<file path="config.mk">
export PLATFORM = sky130hd
export DESIGN_NAME = tdac_top
export DESIGN_NICKNAME = d
export VERILOG_FILES = /design/src/include/tdac_pkg.sv /design/src/rtl/tdac_defect_eval.sv /design/src/rtl/tdac_stream_insert.sv /design/src/rtl/tdac_top.sv
export SDC_FILE = /design/constraint.sdc
export NUM_CORES = 1
export LEC_CHECK = 0
export ABC_AREA = 1
export BUFFER_PORTS_ARGS = -buffer_cell sky130_fd_sc_hd__buf_2
export CORE_AREA = 2 2 124 126
export DETAILED_ROUTE_END_ITERATION = 10
export DIE_AREA = 0 0 126 128
export PLACE_DENSITY = 0.52
export REMOVE_ABC_BUFFERS = 1
export SYNTH_ARGS = -nofsm -noshare
export SYNTH_HDL_FRONTEND = slang
export SYNTH_SLANG_ARGS = --single-unit
</file>
<file path="constraint.sdc">
create_clock -name sys_clk -period 1.7 [get_ports sys_clk]
set_input_delay 0.34 -clock sys_clk [delete_from_list [all_inputs] [get_ports sys_clk]]
set_output_delay 0.34 -clock sys_clk [all_outputs]
set_load 0.02 [all_outputs]
</file>
<file path="src/include/tdac_pkg.sv">
// Register map, field positions, reset values and codes for the tributary defect action control.
// Assumes registers are reached over a 32-bit APB slave, one aligned word per register index.
package tdac_pkg;
  localparam int NUM_TRIB = 4;

  // Register indices; byte address is four times the index
  localparam logic [5:0] IDX_AIS_CTRL  = 6'h10;
  localparam logic [5:0] IDX_RDI_CTRL  = 6'h11;
  localparam logic [5:0] IDX_AUX_CTRL  = 6'h12;
  localparam logic [5:0] IDX_PDI_CTRL  = 6'h13;
  localparam logic [5:0] IDX_TRIB_CFG  = 6'h20;
  localparam logic [5:0] IDX_LOP_IRQ   = 6'h27;
  localparam logic [5:0] IDX_MODE_CTRL = 6'h30;

  localparam int AIS_LOP_BIT = 6;
  localparam int RDI_AIS_BIT = 5;
  localparam int RDI_LOP_BIT = 6;
  localparam int RDI_LOM_BIT = 7;
  localparam int AUX_TIU_BIT = 0;
  localparam int AUX_TIM_BIT = 1;
  localparam int AUX_LABEL_UNSTABLE_STATE_BIT = 2;
  localparam int AUX_LABEL_MISMATCH_STATE_BIT = 3;
  localparam int AUX_NO_PAYLOAD_STATE_BIT = 4;
  localparam int AUX_BLK_AIS_BIT = 5;
  localparam int AUX_BLK_LOP_BIT = 6;
  localparam int AUX_BLK_LOM_BIT = 7;
  localparam int PDI_LABEL_BIT = 3;
  localparam int PDI_NO_PAYLOAD_STATE_BIT = 4;
  localparam int PDI_AIS_BIT = 5;
  localparam int PDI_LOP_BIT = 6;
  localparam int CFG_FORCE_BIT = 0;
  localparam int CFG_IDLE_BIT = 1;
  localparam int CFG_INV_BIT = 2;
  localparam int CFG_IRQEN_BIT = 3;
  localparam int CFG_LOST_BIT = 4;
  localparam int CFG_FOLLOW_BIT = 5;
  localparam int CFG_LAYOUT_LSB = 6;
  localparam int MODE_TU3_BIT = 0;
  localparam int MODE_FILLER_BIT = 1;
  localparam int IRQ_FLAG_BIT = 0;

  localparam logic [7:0] RST_AIS_CTRL  = 8'h00;
  localparam logic [7:0] RST_RDI_CTRL  = 8'h00;
  localparam logic [7:0] RST_AUX_CTRL  = 8'hE0;
  localparam logic [7:0] RST_PDI_CTRL  = 8'h00;
  localparam logic [7:0] RST_TRIB_CFG  = 8'hC0;
  localparam logic [7:0] RST_MODE_CTRL = 8'h00;
  localparam logic [7:0] MASK_AIS_CTRL  = 8'h40;
  localparam logic [7:0] MASK_RDI_CTRL  = 8'hE0;
  localparam logic [7:0] MASK_PDI_CTRL  = 8'h78;
  localparam logic [7:0] MASK_TRIB_CFG  = 8'hEF;
  localparam logic [7:0] MASK_MODE_CTRL = 8'h03;

  localparam logic [2:0] LABEL_PDI_CODE  = 3'h6;
  localparam logic [2:0] LABEL_NO_PAYLOAD_STATE_CODE = 3'h0;
  localparam logic [7:0] BYTE_ONES  = 8'hFF;
  localparam logic [7:0] BYTE_ZEROS = 8'h00;
  localparam logic [3:0] DEPTH_LOW  = 4'h2;
  localparam logic [3:0] DEPTH_HIGH = 4'hD;

  // Active tributaries of the group for a layout code; TU3 keeps only the first
  function automatic logic [3:0] active_mask(input logic [1:0] layout, input logic tu3);
    logic [3:0] m;
    m = 4'h0;
    if (tu3)
      m = 4'h1;
    else
      case (layout)
        2'h0: m = 4'h1;
        2'h1: m = 4'h3;
        2'h2: m = 4'h7;
        default: m = 4'hF;
      endcase
    return m;
  endfunction
endpackage

</file>
<file path="src/rtl/tdac_defect_eval.sv">
// Defect cause combiner for one tributary: remote, auxiliary remote and path defect terms.
// Assumes alarm states arrive from monitors on the same clock; output is combinational.
`timescale 1ns/1ps
module tdac_defect_eval (
  input  wire logic       aisState,
  input  wire logic       lossState,
  input  wire logic       lomState,
  input  wire logic       tiuState,
  input  wire logic       timState,
  input  wire logic       psluState,
  input  wire logic       pslmState,
  input  wire logic       uneqState,
  input  wire logic [2:0] labelCode,
  input  wire logic [7:0] rdiCtrl,
  input  wire logic [7:0] auxCtrl,
  input  wire logic [7:0] pdiCtrl,
  output logic            rdiTerm,
  output logic            auxTerm,
  output logic            pdiTerm
);
  logic auxRaw;
  logic auxBlock;

  always_comb
  begin
    rdiTerm = (aisState & rdiCtrl[tdac_pkg::RDI_AIS_BIT])
            | (lossState & rdiCtrl[tdac_pkg::RDI_LOP_BIT])
            | (lomState & rdiCtrl[tdac_pkg::RDI_LOM_BIT]);
    auxRaw = (tiuState & auxCtrl[tdac_pkg::AUX_TIU_BIT])
           | (timState & auxCtrl[tdac_pkg::AUX_TIM_BIT])
           | (psluState & auxCtrl[tdac_pkg::AUX_LABEL_UNSTABLE_STATE_BIT])
           | (pslmState & auxCtrl[tdac_pkg::AUX_LABEL_MISMATCH_STATE_BIT])
           | (uneqState & auxCtrl[tdac_pkg::AUX_NO_PAYLOAD_STATE_BIT]);
    auxBlock = (lossState & auxCtrl[tdac_pkg::AUX_BLK_LOP_BIT])
             | (aisState & auxCtrl[tdac_pkg::AUX_BLK_AIS_BIT])
             | (lomState & auxCtrl[tdac_pkg::AUX_BLK_LOM_BIT]);
    auxTerm = auxRaw & ~auxBlock;
    pdiTerm = ((labelCode == tdac_pkg::LABEL_PDI_CODE) & pdiCtrl[tdac_pkg::PDI_LABEL_BIT])
            | ((labelCode == tdac_pkg::LABEL_NO_PAYLOAD_STATE_CODE) & pdiCtrl[tdac_pkg::PDI_NO_PAYLOAD_STATE_BIT])
            | (aisState & pdiCtrl[tdac_pkg::PDI_AIS_BIT])
            | (lossState & pdiCtrl[tdac_pkg::PDI_LOP_BIT]);
  end
endmodule

</file>
<file path="src/rtl/tdac_stream_insert.sv">
// Outgoing byte and pointer-flag override for the first tributary: AIS, idle and flag inversion.
// Assumes the framer marks the V5 (or C2) byte and hands the pointer flag nibble alongside.
`timescale 1ns/1ps
module tdac_stream_insert (
  input  wire logic [7:0] inByte,
  input  wire logic       inIsV5,
  input  wire logic [3:0] inNdf,
  input  wire logic       forceAis,
  input  wire logic       lossAis,
  input  wire logic       insertIdle,
  input  wire logic       flagInvert,
  input  wire logic       fillerOnes,
  input  wire logic       tu3Mode,
  output logic [7:0]      outByte,
  output logic [3:0]      outNdf
);
  logic aisOn;
  logic [7:0] filler;

  always_comb
  begin
    // Idle wins over AIS; pointer still passes through computed as usual
    aisOn = (forceAis | lossAis) & ~insertIdle;
    // A TU3 needs zero filler so its label reads unequipped
    filler = (fillerOnes & ~tu3Mode) ? tdac_pkg::BYTE_ONES : tdac_pkg::BYTE_ZEROS;
    outByte = inByte;
    if (insertIdle)
      outByte = inIsV5 ? tdac_pkg::BYTE_ZEROS : filler;
    else if (aisOn)
      outByte = tdac_pkg::BYTE_ONES;
    outNdf = inNdf;
    if (aisOn)
      outNdf = 4'hF;
    else if (flagInvert)
      outNdf = ~inNdf;
  end
endmodule

</file>
<file path="src/rtl/tdac_top.sv">
// Tributary defect action control: APB registers, per-tributary defect reporting,
// first-tributary stream overrides, loss-of-pointer flag and pointer follower requests.
// Assumes alarm states, stream and pointer events come from logic on sys_clk.
`timescale 1ns/1ps
module tdac_top (
  input  wire logic        sys_clk,
  input  wire logic        rst_b,
  input  wire logic [7:0]  paddr,
  input  wire logic        psel,
  input  wire logic        penable,
  input  wire logic        pwrite,
  input  wire logic [31:0] pwdata,
  output logic [31:0]      prdata,
  output logic             pready,
  output logic             pslverr,
  input  wire logic [3:0]  aisState,
  input  wire logic [3:0]  lossState,
  input  wire logic [3:0]  lomState,
  input  wire logic [3:0]  tiuState,
  input  wire logic [3:0]  timState,
  input  wire logic [3:0]  psluState,
  input  wire logic [3:0]  pslmState,
  input  wire logic [3:0]  uneqState,
  input  wire logic [11:0] labelCode,
  output logic [3:0]       rdiOut,
  output logic [3:0]       auxRdiOut,
  output logic [3:0]       pathDefectOut,
  input  wire logic [7:0]  inByte,
  input  wire logic        inValid,
  input  wire logic        inIsV5,
  input  wire logic [3:0]  inNdf,
  input  wire logic        mfBoundary,
  output logic [7:0]       outByte,
  output logic             outValid,
  output logic [3:0]       outNdf,
  input  wire logic        tuJust,
  input  wire logic        auJust,
  input  wire logic [3:0]  bufDepth,
  output logic             justReq,
  output logic             followerMode,
  output logic             alarmIrq
);

  ////////////////////////////////////////////////////////////////////////////
  // Register state
  logic [7:0] aisCtrl_q;
  logic [7:0] rdiCtrl_q;
  logic [7:0] auxCtrl_q;
  logic [7:0] pdiCtrl_q;
  logic [7:0] cfg_q;
  logic [7:0] mode_q;
  logic       lopFlag_q;
  logic       pready_q;
  logic       pslverr_q;
  logic [31:0] prdata_q;
  logic [7:0] readValue;
  logic       regHit;
  logic       accessGo;
  logic       xferDone;
  logic       wrDone;
  logic       rdDone;
  logic [5:0] regIdx;
  logic [7:0] wrByte;

  assign regIdx   = paddr[7:2];
  assign wrByte   = pwdata[7:0];
  assign accessGo = psel & penable & ~pready_q;
  assign xferDone = psel & penable & pready_q;
  assign wrDone   = xferDone & pwrite & regHit;
  assign rdDone   = xferDone & ~pwrite & regHit;

  ////////////////////////////////////////////////////////////////////////////
  // APB slave: one wait state, registered answer
  always_comb
  begin
    regHit = 1'b1;
    readValue = 8'h00;
    case (regIdx)
      tdac_pkg::IDX_AIS_CTRL:  readValue = aisCtrl_q;
      tdac_pkg::IDX_RDI_CTRL:  readValue = rdiCtrl_q;
      tdac_pkg::IDX_AUX_CTRL:  readValue = auxCtrl_q;
      tdac_pkg::IDX_PDI_CTRL:  readValue = pdiCtrl_q;
      tdac_pkg::IDX_TRIB_CFG:
      begin
        readValue = cfg_q;
        readValue[tdac_pkg::CFG_LOST_BIT] = lossState[0];
      end
      tdac_pkg::IDX_LOP_IRQ:   readValue[tdac_pkg::IRQ_FLAG_BIT] = lopFlag_q;
      tdac_pkg::IDX_MODE_CTRL: readValue = mode_q;
      default:                 regHit = 1'b0;
    endcase
  end

  always_ff @(posedge sys_clk)
  begin
    if (!rst_b)
    begin
      pready_q  <= 1'b0;
      pslverr_q <= 1'b0;
      prdata_q  <= 32'h00000000;
    end
    else
    begin
      pready_q  <= accessGo;
      pslverr_q <= accessGo & ~regHit;
      if (accessGo)
        prdata_q <= {24'h000000, readValue};
    end
  end

  always_ff @(posedge sys_clk)
  begin
    if (!rst_b)
    begin
      aisCtrl_q <= tdac_pkg::RST_AIS_CTRL;
      rdiCtrl_q <= tdac_pkg::RST_RDI_CTRL;
      auxCtrl_q <= tdac_pkg::RST_AUX_CTRL;
      pdiCtrl_q <= tdac_pkg::RST_PDI_CTRL;
      cfg_q     <= tdac_pkg::RST_TRIB_CFG;
      mode_q    <= tdac_pkg::RST_MODE_CTRL;
    end
    else if (wrDone)
    begin
      case (regIdx)
        tdac_pkg::IDX_AIS_CTRL:  aisCtrl_q <= wrByte & tdac_pkg::MASK_AIS_CTRL;
        tdac_pkg::IDX_RDI_CTRL:  rdiCtrl_q <= wrByte & tdac_pkg::MASK_RDI_CTRL;
        tdac_pkg::IDX_AUX_CTRL:  auxCtrl_q <= wrByte;
        tdac_pkg::IDX_PDI_CTRL:  pdiCtrl_q <= wrByte & tdac_pkg::MASK_PDI_CTRL;
        tdac_pkg::IDX_TRIB_CFG:  cfg_q     <= wrByte & tdac_pkg::MASK_TRIB_CFG;
        tdac_pkg::IDX_MODE_CTRL: mode_q    <= wrByte & tdac_pkg::MASK_MODE_CTRL;
        default: ;
      endcase
    end
  end

  ////////////////////////////////////////////////////////////////////////////
  // Pointer alarm flag and interrupt
  logic lossPrev_q;
  logic aisPrev_q;
  logic lossEdge;
  logic aisEdge;

  assign lossEdge = lossState[0] ^ lossPrev_q;
  assign aisEdge  = aisState[0] ^ aisPrev_q;

  always_ff @(posedge sys_clk)
  begin
    if (!rst_b)
    begin
      lossPrev_q <= 1'b0;
      aisPrev_q  <= 1'b0;
    end
    else
    begin
      lossPrev_q <= lossState[0];
      aisPrev_q  <= aisState[0];
    end
  end

  // A new edge in the read cycle keeps the flag; an edge one cycle earlier is cleared by the read without being returned
  always_ff @(posedge sys_clk)
  begin
    if (!rst_b)
      lopFlag_q <= 1'b0;
    else if (lossEdge)
      lopFlag_q <= 1'b1;
    else if (rdDone && regIdx == tdac_pkg::IDX_LOP_IRQ)
      lopFlag_q <= 1'b0;
  end

  always_ff @(posedge sys_clk)
  begin
    if (!rst_b)
      alarmIrq <= 1'b0;
    else
      alarmIrq <= cfg_q[tdac_pkg::CFG_IRQEN_BIT] & (lossEdge | aisEdge);
  end

  ////////////////////////////////////////////////////////////////////////////
  // Defect reporting per tributary
  logic [3:0] activeMask;
  logic [3:0] rdiTerm;
  logic [3:0] auxTerm;
  logic [3:0] pdiTerm;

  assign activeMask = tdac_pkg::active_mask(cfg_q[tdac_pkg::CFG_LAYOUT_LSB +: 2],
                                            mode_q[tdac_pkg::MODE_TU3_BIT]);

  for (genvar t = 0; t < tdac_pkg::NUM_TRIB; t++)
  begin : g_trib
    tdac_defect_eval u_eval (
      .aisState  (aisState[t]),
      .lossState (lossState[t]),
      .lomState  (lomState[t]),
      .tiuState  (tiuState[t]),
      .timState  (timState[t]),
      .psluState (psluState[t]),
      .pslmState (pslmState[t]),
      .uneqState (uneqState[t]),
      .labelCode (labelCode[3*t +: 3]),
      .rdiCtrl   (rdiCtrl_q),
      .auxCtrl   (auxCtrl_q),
      .pdiCtrl   (pdiCtrl_q),
      .rdiTerm   (rdiTerm[t]),
      .auxTerm   (auxTerm[t]),
      .pdiTerm   (pdiTerm[t])
    );
  end

  always_ff @(posedge sys_clk)
  begin
    if (!rst_b)
    begin
      rdiOut        <= 4'h0;
      auxRdiOut     <= 4'h0;
      pathDefectOut <= 4'h0;
    end
    else
    begin
      rdiOut        <= rdiTerm & activeMask;
      auxRdiOut     <= auxTerm & activeMask;
      pathDefectOut <= pdiTerm & activeMask;
    end
  end

  ////////////////////////////////////////////////////////////////////////////
  // Outgoing stream of the first tributary
  logic       lossAis_q;
  logic [7:0] insByte;
  logic [3:0] insNdf;

  // AIS may start at once but only lifts on a multiframe boundary
  always_ff @(posedge sys_clk)
  begin
    if (!rst_b)
      lossAis_q <= 1'b0;
    else if (lossState[0] && aisCtrl_q[tdac_pkg::AIS_LOP_BIT])
      lossAis_q <= 1'b1;
    else if (mfBoundary)
      lossAis_q <= 1'b0;
  end

  tdac_stream_insert u_insert (
    .inByte     (inByte),
    .inIsV5     (inIsV5),
    .inNdf      (inNdf),
    .forceAis   (cfg_q[tdac_pkg::CFG_FORCE_BIT]),
    .lossAis    (lossAis_q),
    .insertIdle (cfg_q[tdac_pkg::CFG_IDLE_BIT]),
    .flagInvert (cfg_q[tdac_pkg::CFG_INV_BIT]),
    .fillerOnes (mode_q[tdac_pkg::MODE_FILLER_BIT]),
    .tu3Mode    (mode_q[tdac_pkg::MODE_TU3_BIT]),
    .outByte    (insByte),
    .outNdf     (insNdf)
  );

  always_ff @(posedge sys_clk)
  begin
    if (!rst_b)
    begin
      outByte  <= 8'h00;
      outNdf   <= 4'h0;
      outValid <= 1'b0;
    end
    else
    begin
      outValid <= inValid;
      if (inValid)
      begin
        outByte <= insByte;
        outNdf  <= insNdf;
      end
    end
  end

  ////////////////////////////////////////////////////////////////////////////
  // Pointer justification requests
  logic [3:0] depthPrev_q;
  logic       followOn;

  assign followOn = cfg_q[tdac_pkg::CFG_FOLLOW_BIT];

  // Outside follower mode only a depth beyond the dead zone justifies
  always_ff @(posedge sys_clk)
  begin
    if (!rst_b)
    begin
      depthPrev_q  <= 4'h0;
      justReq      <= 1'b0;
      followerMode <= 1'b0;
    end
    else
    begin
      depthPrev_q  <= bufDepth;
      followerMode <= followOn;
      if (followOn)
        justReq <= (bufDepth != depthPrev_q) | tuJust | auJust;
      else
        justReq <= (bufDepth < tdac_pkg::DEPTH_LOW) | (bufDepth > tdac_pkg::DEPTH_HIGH);
    end
  end

  assign prdata  = prdata_q;
  assign pready  = pready_q;
  assign pslverr = pslverr_q;

  ////////////////////////////////////////////////////////////////////////////
  // Checks
  a_rdi_from_ais: assert property (@(posedge sys_clk) disable iff (!rst_b)
    aisState[0] && rdiCtrl_q[tdac_pkg::RDI_AIS_BIT] |=> rdiOut[0])
    else $error("AIS did not raise RDI");
  a_rdi_from_loss: assert property (@(posedge sys_clk) disable iff (!rst_b)
    lossState[0] && rdiCtrl_q[tdac_pkg::RDI_LOP_BIT] |=> rdiOut[0])
    else $error("Pointer loss did not raise RDI");
  a_rdi_from_lom: assert property (@(posedge sys_clk) disable iff (!rst_b)
    lomState[0] && rdiCtrl_q[tdac_pkg::RDI_LOM_BIT] |=> rdiOut[0])
    else $error("Multiframe loss did not raise RDI");
  a_aux_loss_block: assert property (@(posedge sys_clk) disable iff (!rst_b)
    lossState[0] && auxCtrl_q[tdac_pkg::AUX_BLK_LOP_BIT] |=> !auxRdiOut[0])
    else $error("Auxiliary RDI shown during blocked pointer loss");
  a_aux_ais_block: assert property (@(posedge sys_clk) disable iff (!rst_b)
    aisState[0] && auxCtrl_q[tdac_pkg::AUX_BLK_AIS_BIT] |=> !auxRdiOut[0])
    else $error("Auxiliary RDI shown during blocked AIS");
  a_pdi_label_code: assert property (@(posedge sys_clk) disable iff (!rst_b)
    labelCode[2:0] == tdac_pkg::LABEL_PDI_CODE && pdiCtrl_q[tdac_pkg::PDI_LABEL_BIT] |=> pathDefectOut[0])
    else $error("Label defect code did not raise PDI");
  a_idle_v5_zero: assert property (@(posedge sys_clk) disable iff (!rst_b)
    inValid && inIsV5 && cfg_q[tdac_pkg::CFG_IDLE_BIT] |=> outValid && outByte == 8'h00)
    else $error("V5 not zeroed under idle");
  a_force_all_ones: assert property (@(posedge sys_clk) disable iff (!rst_b)
    inValid && cfg_q[tdac_pkg::CFG_FORCE_BIT] && !cfg_q[tdac_pkg::CFG_IDLE_BIT]
    |=> outByte == 8'hFF && outNdf == 4'hF)
    else $error("Forced AIS not all ones");
  a_loss_flag_set: assert property (@(posedge sys_clk) disable iff (!rst_b)
    $changed(lossState[0]) && lossPrev_q != lossState[0] |=> lopFlag_q)
    else $error("Loss flag missed an edge");
  a_irq_masked: assert property (@(posedge sys_clk) disable iff (!rst_b)
    !cfg_q[tdac_pkg::CFG_IRQEN_BIT] |=> !alarmIrq)
    else $error("Interrupt raised while masked");
  a_tu3_one_trib: assert property (@(posedge sys_clk) disable iff (!rst_b)
    mode_q[tdac_pkg::MODE_TU3_BIT] ##1 mode_q[tdac_pkg::MODE_TU3_BIT] |-> rdiOut[3:1] == 3'h0)
    else $error("TU3 mode reported beyond first tributary");
endmodule

</file>
After elaboration in Yosys (flattened, before gate mapping)
Cells that the tools add are included.
- reductions and logical operators: 16
- shifts and indexed selects: 0
- equal/unequal tests: 14
- $add $sub $neg: 0
- multiply operators: 0
- $lt $le $gt $ge: 2
- divide/modulo/power cells: 0
- multiplexer cells: 16
- bitwise gates (word level): 139
- operator list (cell ; number):
    1-bit AND ; 75
    1-bit OR ; 49
    7-bit case mux with 6 select lines ; 1
    8-bit two-way mux ; 4
    6-bit by 5-bit equality test with 1-bit output, second input constant ; 4
    6-bit equality test, second input constant ; 3
    4-bit AND ; 3
    3-bit equality test, second input constant ; 4
    3-bit zero test ; 4
    4-bit two-way mux ; 3
    4-bit case mux with 3 select lines ; 1
    2-bit AND reduction ; 6
    1-bit inverter ; 9
    7-bit OR reduction ; 1
    1-bit two-way mux ; 6
    4-bit > comparator, second input constant ; 1
    4-bit by 2-bit less-than comparator with 1-bit output, second input constant ; 1
    4-bit != test ; 1
    4-bit inverter ; 1
    1-bit case mux with 4 select lines ; 1
    2-bit nonzero test ; 2
    2-bit by 1-bit equality test with 1-bit output, second input constant ; 1
    2-bit equality test, second input constant ; 1
    1-bit logical AND ; 2
    2 further kinds ; 3
- ROM bits: 0
- output and inout bits: 62
- bits in registers: 71
- memories kept: 0
- bits in latches: 0
- bits of input ports: 110
- RAM bits: 0

Longest topological paths before layout
- depth after elaboration: 7
- mapped depth: 11

Hierarchy
A second synthesis with hierarchy kept.
- cells, all modules: 591
- area, all modules: 3856.2 µm²
- by module, submodules not included (module ; instances ; area each (µm²) ; cells an instance):
    tdac_top ; 1 ; 3261.9 ; 459
    tdac_defect_eval ; 4 ; 107.6 ; 25
    tdac_stream_insert ; 1 ; 163.9 ; 32

Worst setup path after synthesis
No wires, ideal clock.
- path kind: register to register
- start: register pready_q, in the netlist pready
- end: register cfg_q[1]
- data arrival time: 1430 ps
- cell stages (with the launch flop): 7
- library setup time: 110 ps
- slack: 160 ps
- path buffers: 1
- path through: dfxtp_1 nand3_1 nor2_2 clkbuf_1 nand4_1 nand2_1 nor2_1
- word-level cells in the longest chain between the ends: 4
- ends and longest elaborated chain (element ; RTL line ; text):
    start: declaration ; tdac_top.sv:53 ; logic pready_q;
    start signal: assignment ; tdac_top.sv:104 ; pready_q <= accessGo;
    1-bit AND ; tdac_top.sv:68 ; assign xferDone = psel & penable & pready_q;
    1-bit AND (2 in a row) ; tdac_top.sv:69 ; assign wrDone = xferDone & pwrite & regHit;
    2-bit AND reduction (no line) ; n/a ;
    end signal: assignment ; tdac_top.sv:119 ; cfg_q <= tdac_pkg::RST_TRIB_CFG;
    end signal: assignment ; tdac_top.sv:129 ; tdac_pkg::IDX_TRIB_CFG: cfg_q <= wrByte & tdac_pkg::MASK_TRIB_CFG;
    end: declaration ; tdac_top.sv:50 ; logic [7:0] cfg_q;
Every way passes these cells.
A chain may end at the register's enable or synchronous reset.

Final worst setup path
- start: register pready_q, in the netlist pready
- end: register cfg_q[2]
The elaborated chain is that of the path after synthesis.

==> results.json <==
{
  "dp_cells": 852,
  "vias": 3709,
  "cp_cell_sequence": "nand3_1, nor2_2, buf_12, nand3_2, nand2_1, inv_1, nor2_1",
  "cts-resized-gates": 0,
  "synth_area_um2": 3640,
  "grt_pass1_wl_mm": 17.7,
  "cts.sinks": 71,
  "final_nets": 785,
  "dr.pass1.iters": 4,
  "post-route-drc-count": 0,
  "area_growth_pct": 32.2,
  "ys_top_cells_by_area": "dfxtp_1 (39%), nand2_1 (17%), inv_1 (8.0%)",
  "fin_tns_setup_ps": 0,
  "synth_edf_count": 0,
  "async_reset_ff_frac": 0,
  "place.gp.congestion": 0.799,
  "p_per_area_nw_per_um2": 912,
  "hp-class": "in2reg",
  "coreArea_um2": 14900,
  "synthCells": 542,
  "cap_violations": 0,
  "diodes": 0,
  "core.rowCount": 45,
  "antenna_found_initial": 0,
  "insertion_delay_ps": 330,
  "rsz0062_at_grt": "no",
  "routed_wirelength_mm": 11.1,
  "cts_buffer_depth": 2,
  "fmax_mhz": 734,
  "drive_gt1_frac": 0.247,
  "p_leak_uw": 0.00259,
  "highest_layer": "met4",
  "die_h_um": 128,
  "avgRoutedWirePerCell_um": 12.7,
  "cts_tree": "built",
  "crit_arrival_ps": 1630,
  "drtIter0Drc": 180,
  "synth_top_area_share": 0.390,
  "post-route-period-util": 0.801,
  "status": "finished clean",
  "power_uw": 4390,
  "crit_slowest_cell": "dfxtp_1",
  "initial_core_util": 0.245,
  "ys_seq_area_frac": 0.390,
  "cts_hold_buf": 0,
  "grt_max_degree": 22,
  "clock_skew_ps": 6.83,
  "crit_path_max_incr_delay_ps": 350,
  "report.final.hold_viol_count": 0,
  "dieArea_um2": 16100,
  "path_clk_slew_ps": 60,
  "grt_pass1_vias": 3450,
  "stdcell_count": 868,
  "die_w_um": 126,
  "yosys_register_bits": 71,
  "ios": 172,
  "grt.overflow.total": 0,
  "min_period_ps": 1360,
  "yosysUniqueCellTypes": 35,
  "setup_viol": 0,
  "met3_length_um": 824,
  "cp-start-kind": "register",
  "cts_buffers": 9,
  "cp_max_fo": 18,
  "place.detailed.hpwl_mm": 8.69,
  "viasPerCell": 4.27,
  "yosys.area.top_type": "dfxtp_1",
  "yosysWarnings": 0,
  "ant_nets": 0,
  "htree_num_levels": 3,
  "wl_met1_mm": 5.14,
  "synth_flop_cell": "dfxtp_1",
  "port_buffers": 121,
  "post_cts_buffers": 0,
  "cp-end-kind": "register",
  "postSynthAreaPerCell_um2": 6.72,
  "grt_usage": 0.140,
  "whs_ps": 218,
  "path_class": "reg2reg",
  "route.met2.wl_mm": 4.92,
  "cts-root-buf": "clkbuf_16",
  "irDropWorstVdd_mv": 0.424,
  "report.final.slew_viol_count": 0,
  "crit_required_ps": 1970
}
-- routing by layer --
layer,vias to the layer above,GRT usage
met5,-,0
met4,0,0.0491
met3,14,0.0321
met2,105,0.219
met1,1644,0.188
li1,1946,-
-- metrics by stage --
| step | area, um2 | utilization | setup slack (ps) |
|---|---|---|---|
| finish | 4820 | 0.324 | 338 |
| global route | 4820 | 0.324 | 148 |
| global placement | 4460 | 0.300 | 120 |
| floorplan | 3490 | - | 81.5 |
| detailed placement | 4460 | 0.300 | 143 |
| CTS | 4820 | 0.324 | 300 |
-- power breakdown --
| part | internal [uW] | switching, uW | total (uW) |
|---|---|---|---|
| sequential | 1700 | 15.0 | 1720 |
| combinational | 161 | 281 | 442 |
| clock | 1510 | 723 | 2240 |
| total | 3370 | 1020 | 4390 |
-- cells by family after synthesis --
logic type | share of synthesized area
AO/OA/AOI/OAI | 0.0944
flip-flops | 0.390
AND/OR/NAND/NOR | 0.348
XOR/XNOR | 0.0144
buffers and inverters | 0.152
other | 0.00103
-- cells in the final DEF, fill, tap and decap left out, drive strengths merged --
master	instances
bufinv	3
o32ai	1
o31ai	2
nor3	9
clkbuf	11
o21ai	15
nand4	22
inv	81
o22ai	2
a311oi	1
a31oi	2
nor2	60
a21oi	12
nand3	35
dfxtp	71
o21bai	1
clkinv	4
a221oi	4
o211ai	2
nand2	162
xnor2	4
o221ai	9
xor2	2
a211oi	2
nor4	1
conb	24
or2	1
buf	137
-- final cells by class --
| class | count | area, um2 |
|---|---|---|
| Fill cell | 1705 | 10000 |
| Sequential cell | 71 | 1420 |
| Timing Repair Buffer | 137 | 738 |
| Multi-Input combinational cell | 373 | 1750 |
| Tap cell | 188 | 235 |
| Clock buffer | 11 | 253 |
| Inverter | 83 | 312 |
| Clock inverter | 5 | 104 |
-- registers in the layout (all words and copies together), names as in the netlist --
name,count
pready,1
alarmIrq,1
rdiOut,4
auxCtrl_q,8
lossAis_q,1
outByte,8
prdata,8
pathDefectOut,4
cfg_q,7
rdiCtrl_q,3
lossPrev_q,1
lopFlag_q,1
aisCtrl_q,1
aisPrev_q,1
outValid,1
justReq,1
pdiCtrl_q,4
depthPrev_q,4
followerMode,1
outNdf,4
pslverr,1
mode_q,2
auxRdiOut,4
-- cells in the mapped netlist, types with 2 or more instances --
library cell / instances
nand2_1: 161
nand4_1: 22
o211ai_1: 2
dfxtp_1: 71
a31oi_1: 2
o21ai_0: 15
clkinv_1: 2
a21oi_1: 12
nor2_2: 5
o22ai_1: 2
o31ai_1: 2
a211oi_1: 2
nand3_2: 3
nor3_1: 9
o221ai_1: 9
nand3_1: 31
buf_2: 2
a221oi_1: 4
inv_2: 3
inv_1: 78
xnor2_1: 4
xor2_1: 2
clkbuf_1: 11
nor2_1: 54
buf_4: 24
-- final timing paths --
kind / startpoint / end / slack [ps] / cells after the start
setup / recovery: pready / cfg_q[2] / 340 / 7
setup reg to reg: pready / cfg_q[2] / 340 / 7
hold / removal: mfBoundary / lossAis_q / 220 / 2
hold reg to reg: cfg_q[7] / cfg_q[7] / 460 / 2
-- critical path: cells and delay by family, from the launching register on --
family | cells | cell delay [ps]
simple gates | 5 | 730
flops | 1 | 350
buf+inv | 2 | 210
No activity file was read; power rests on OpenSTA's default activity.
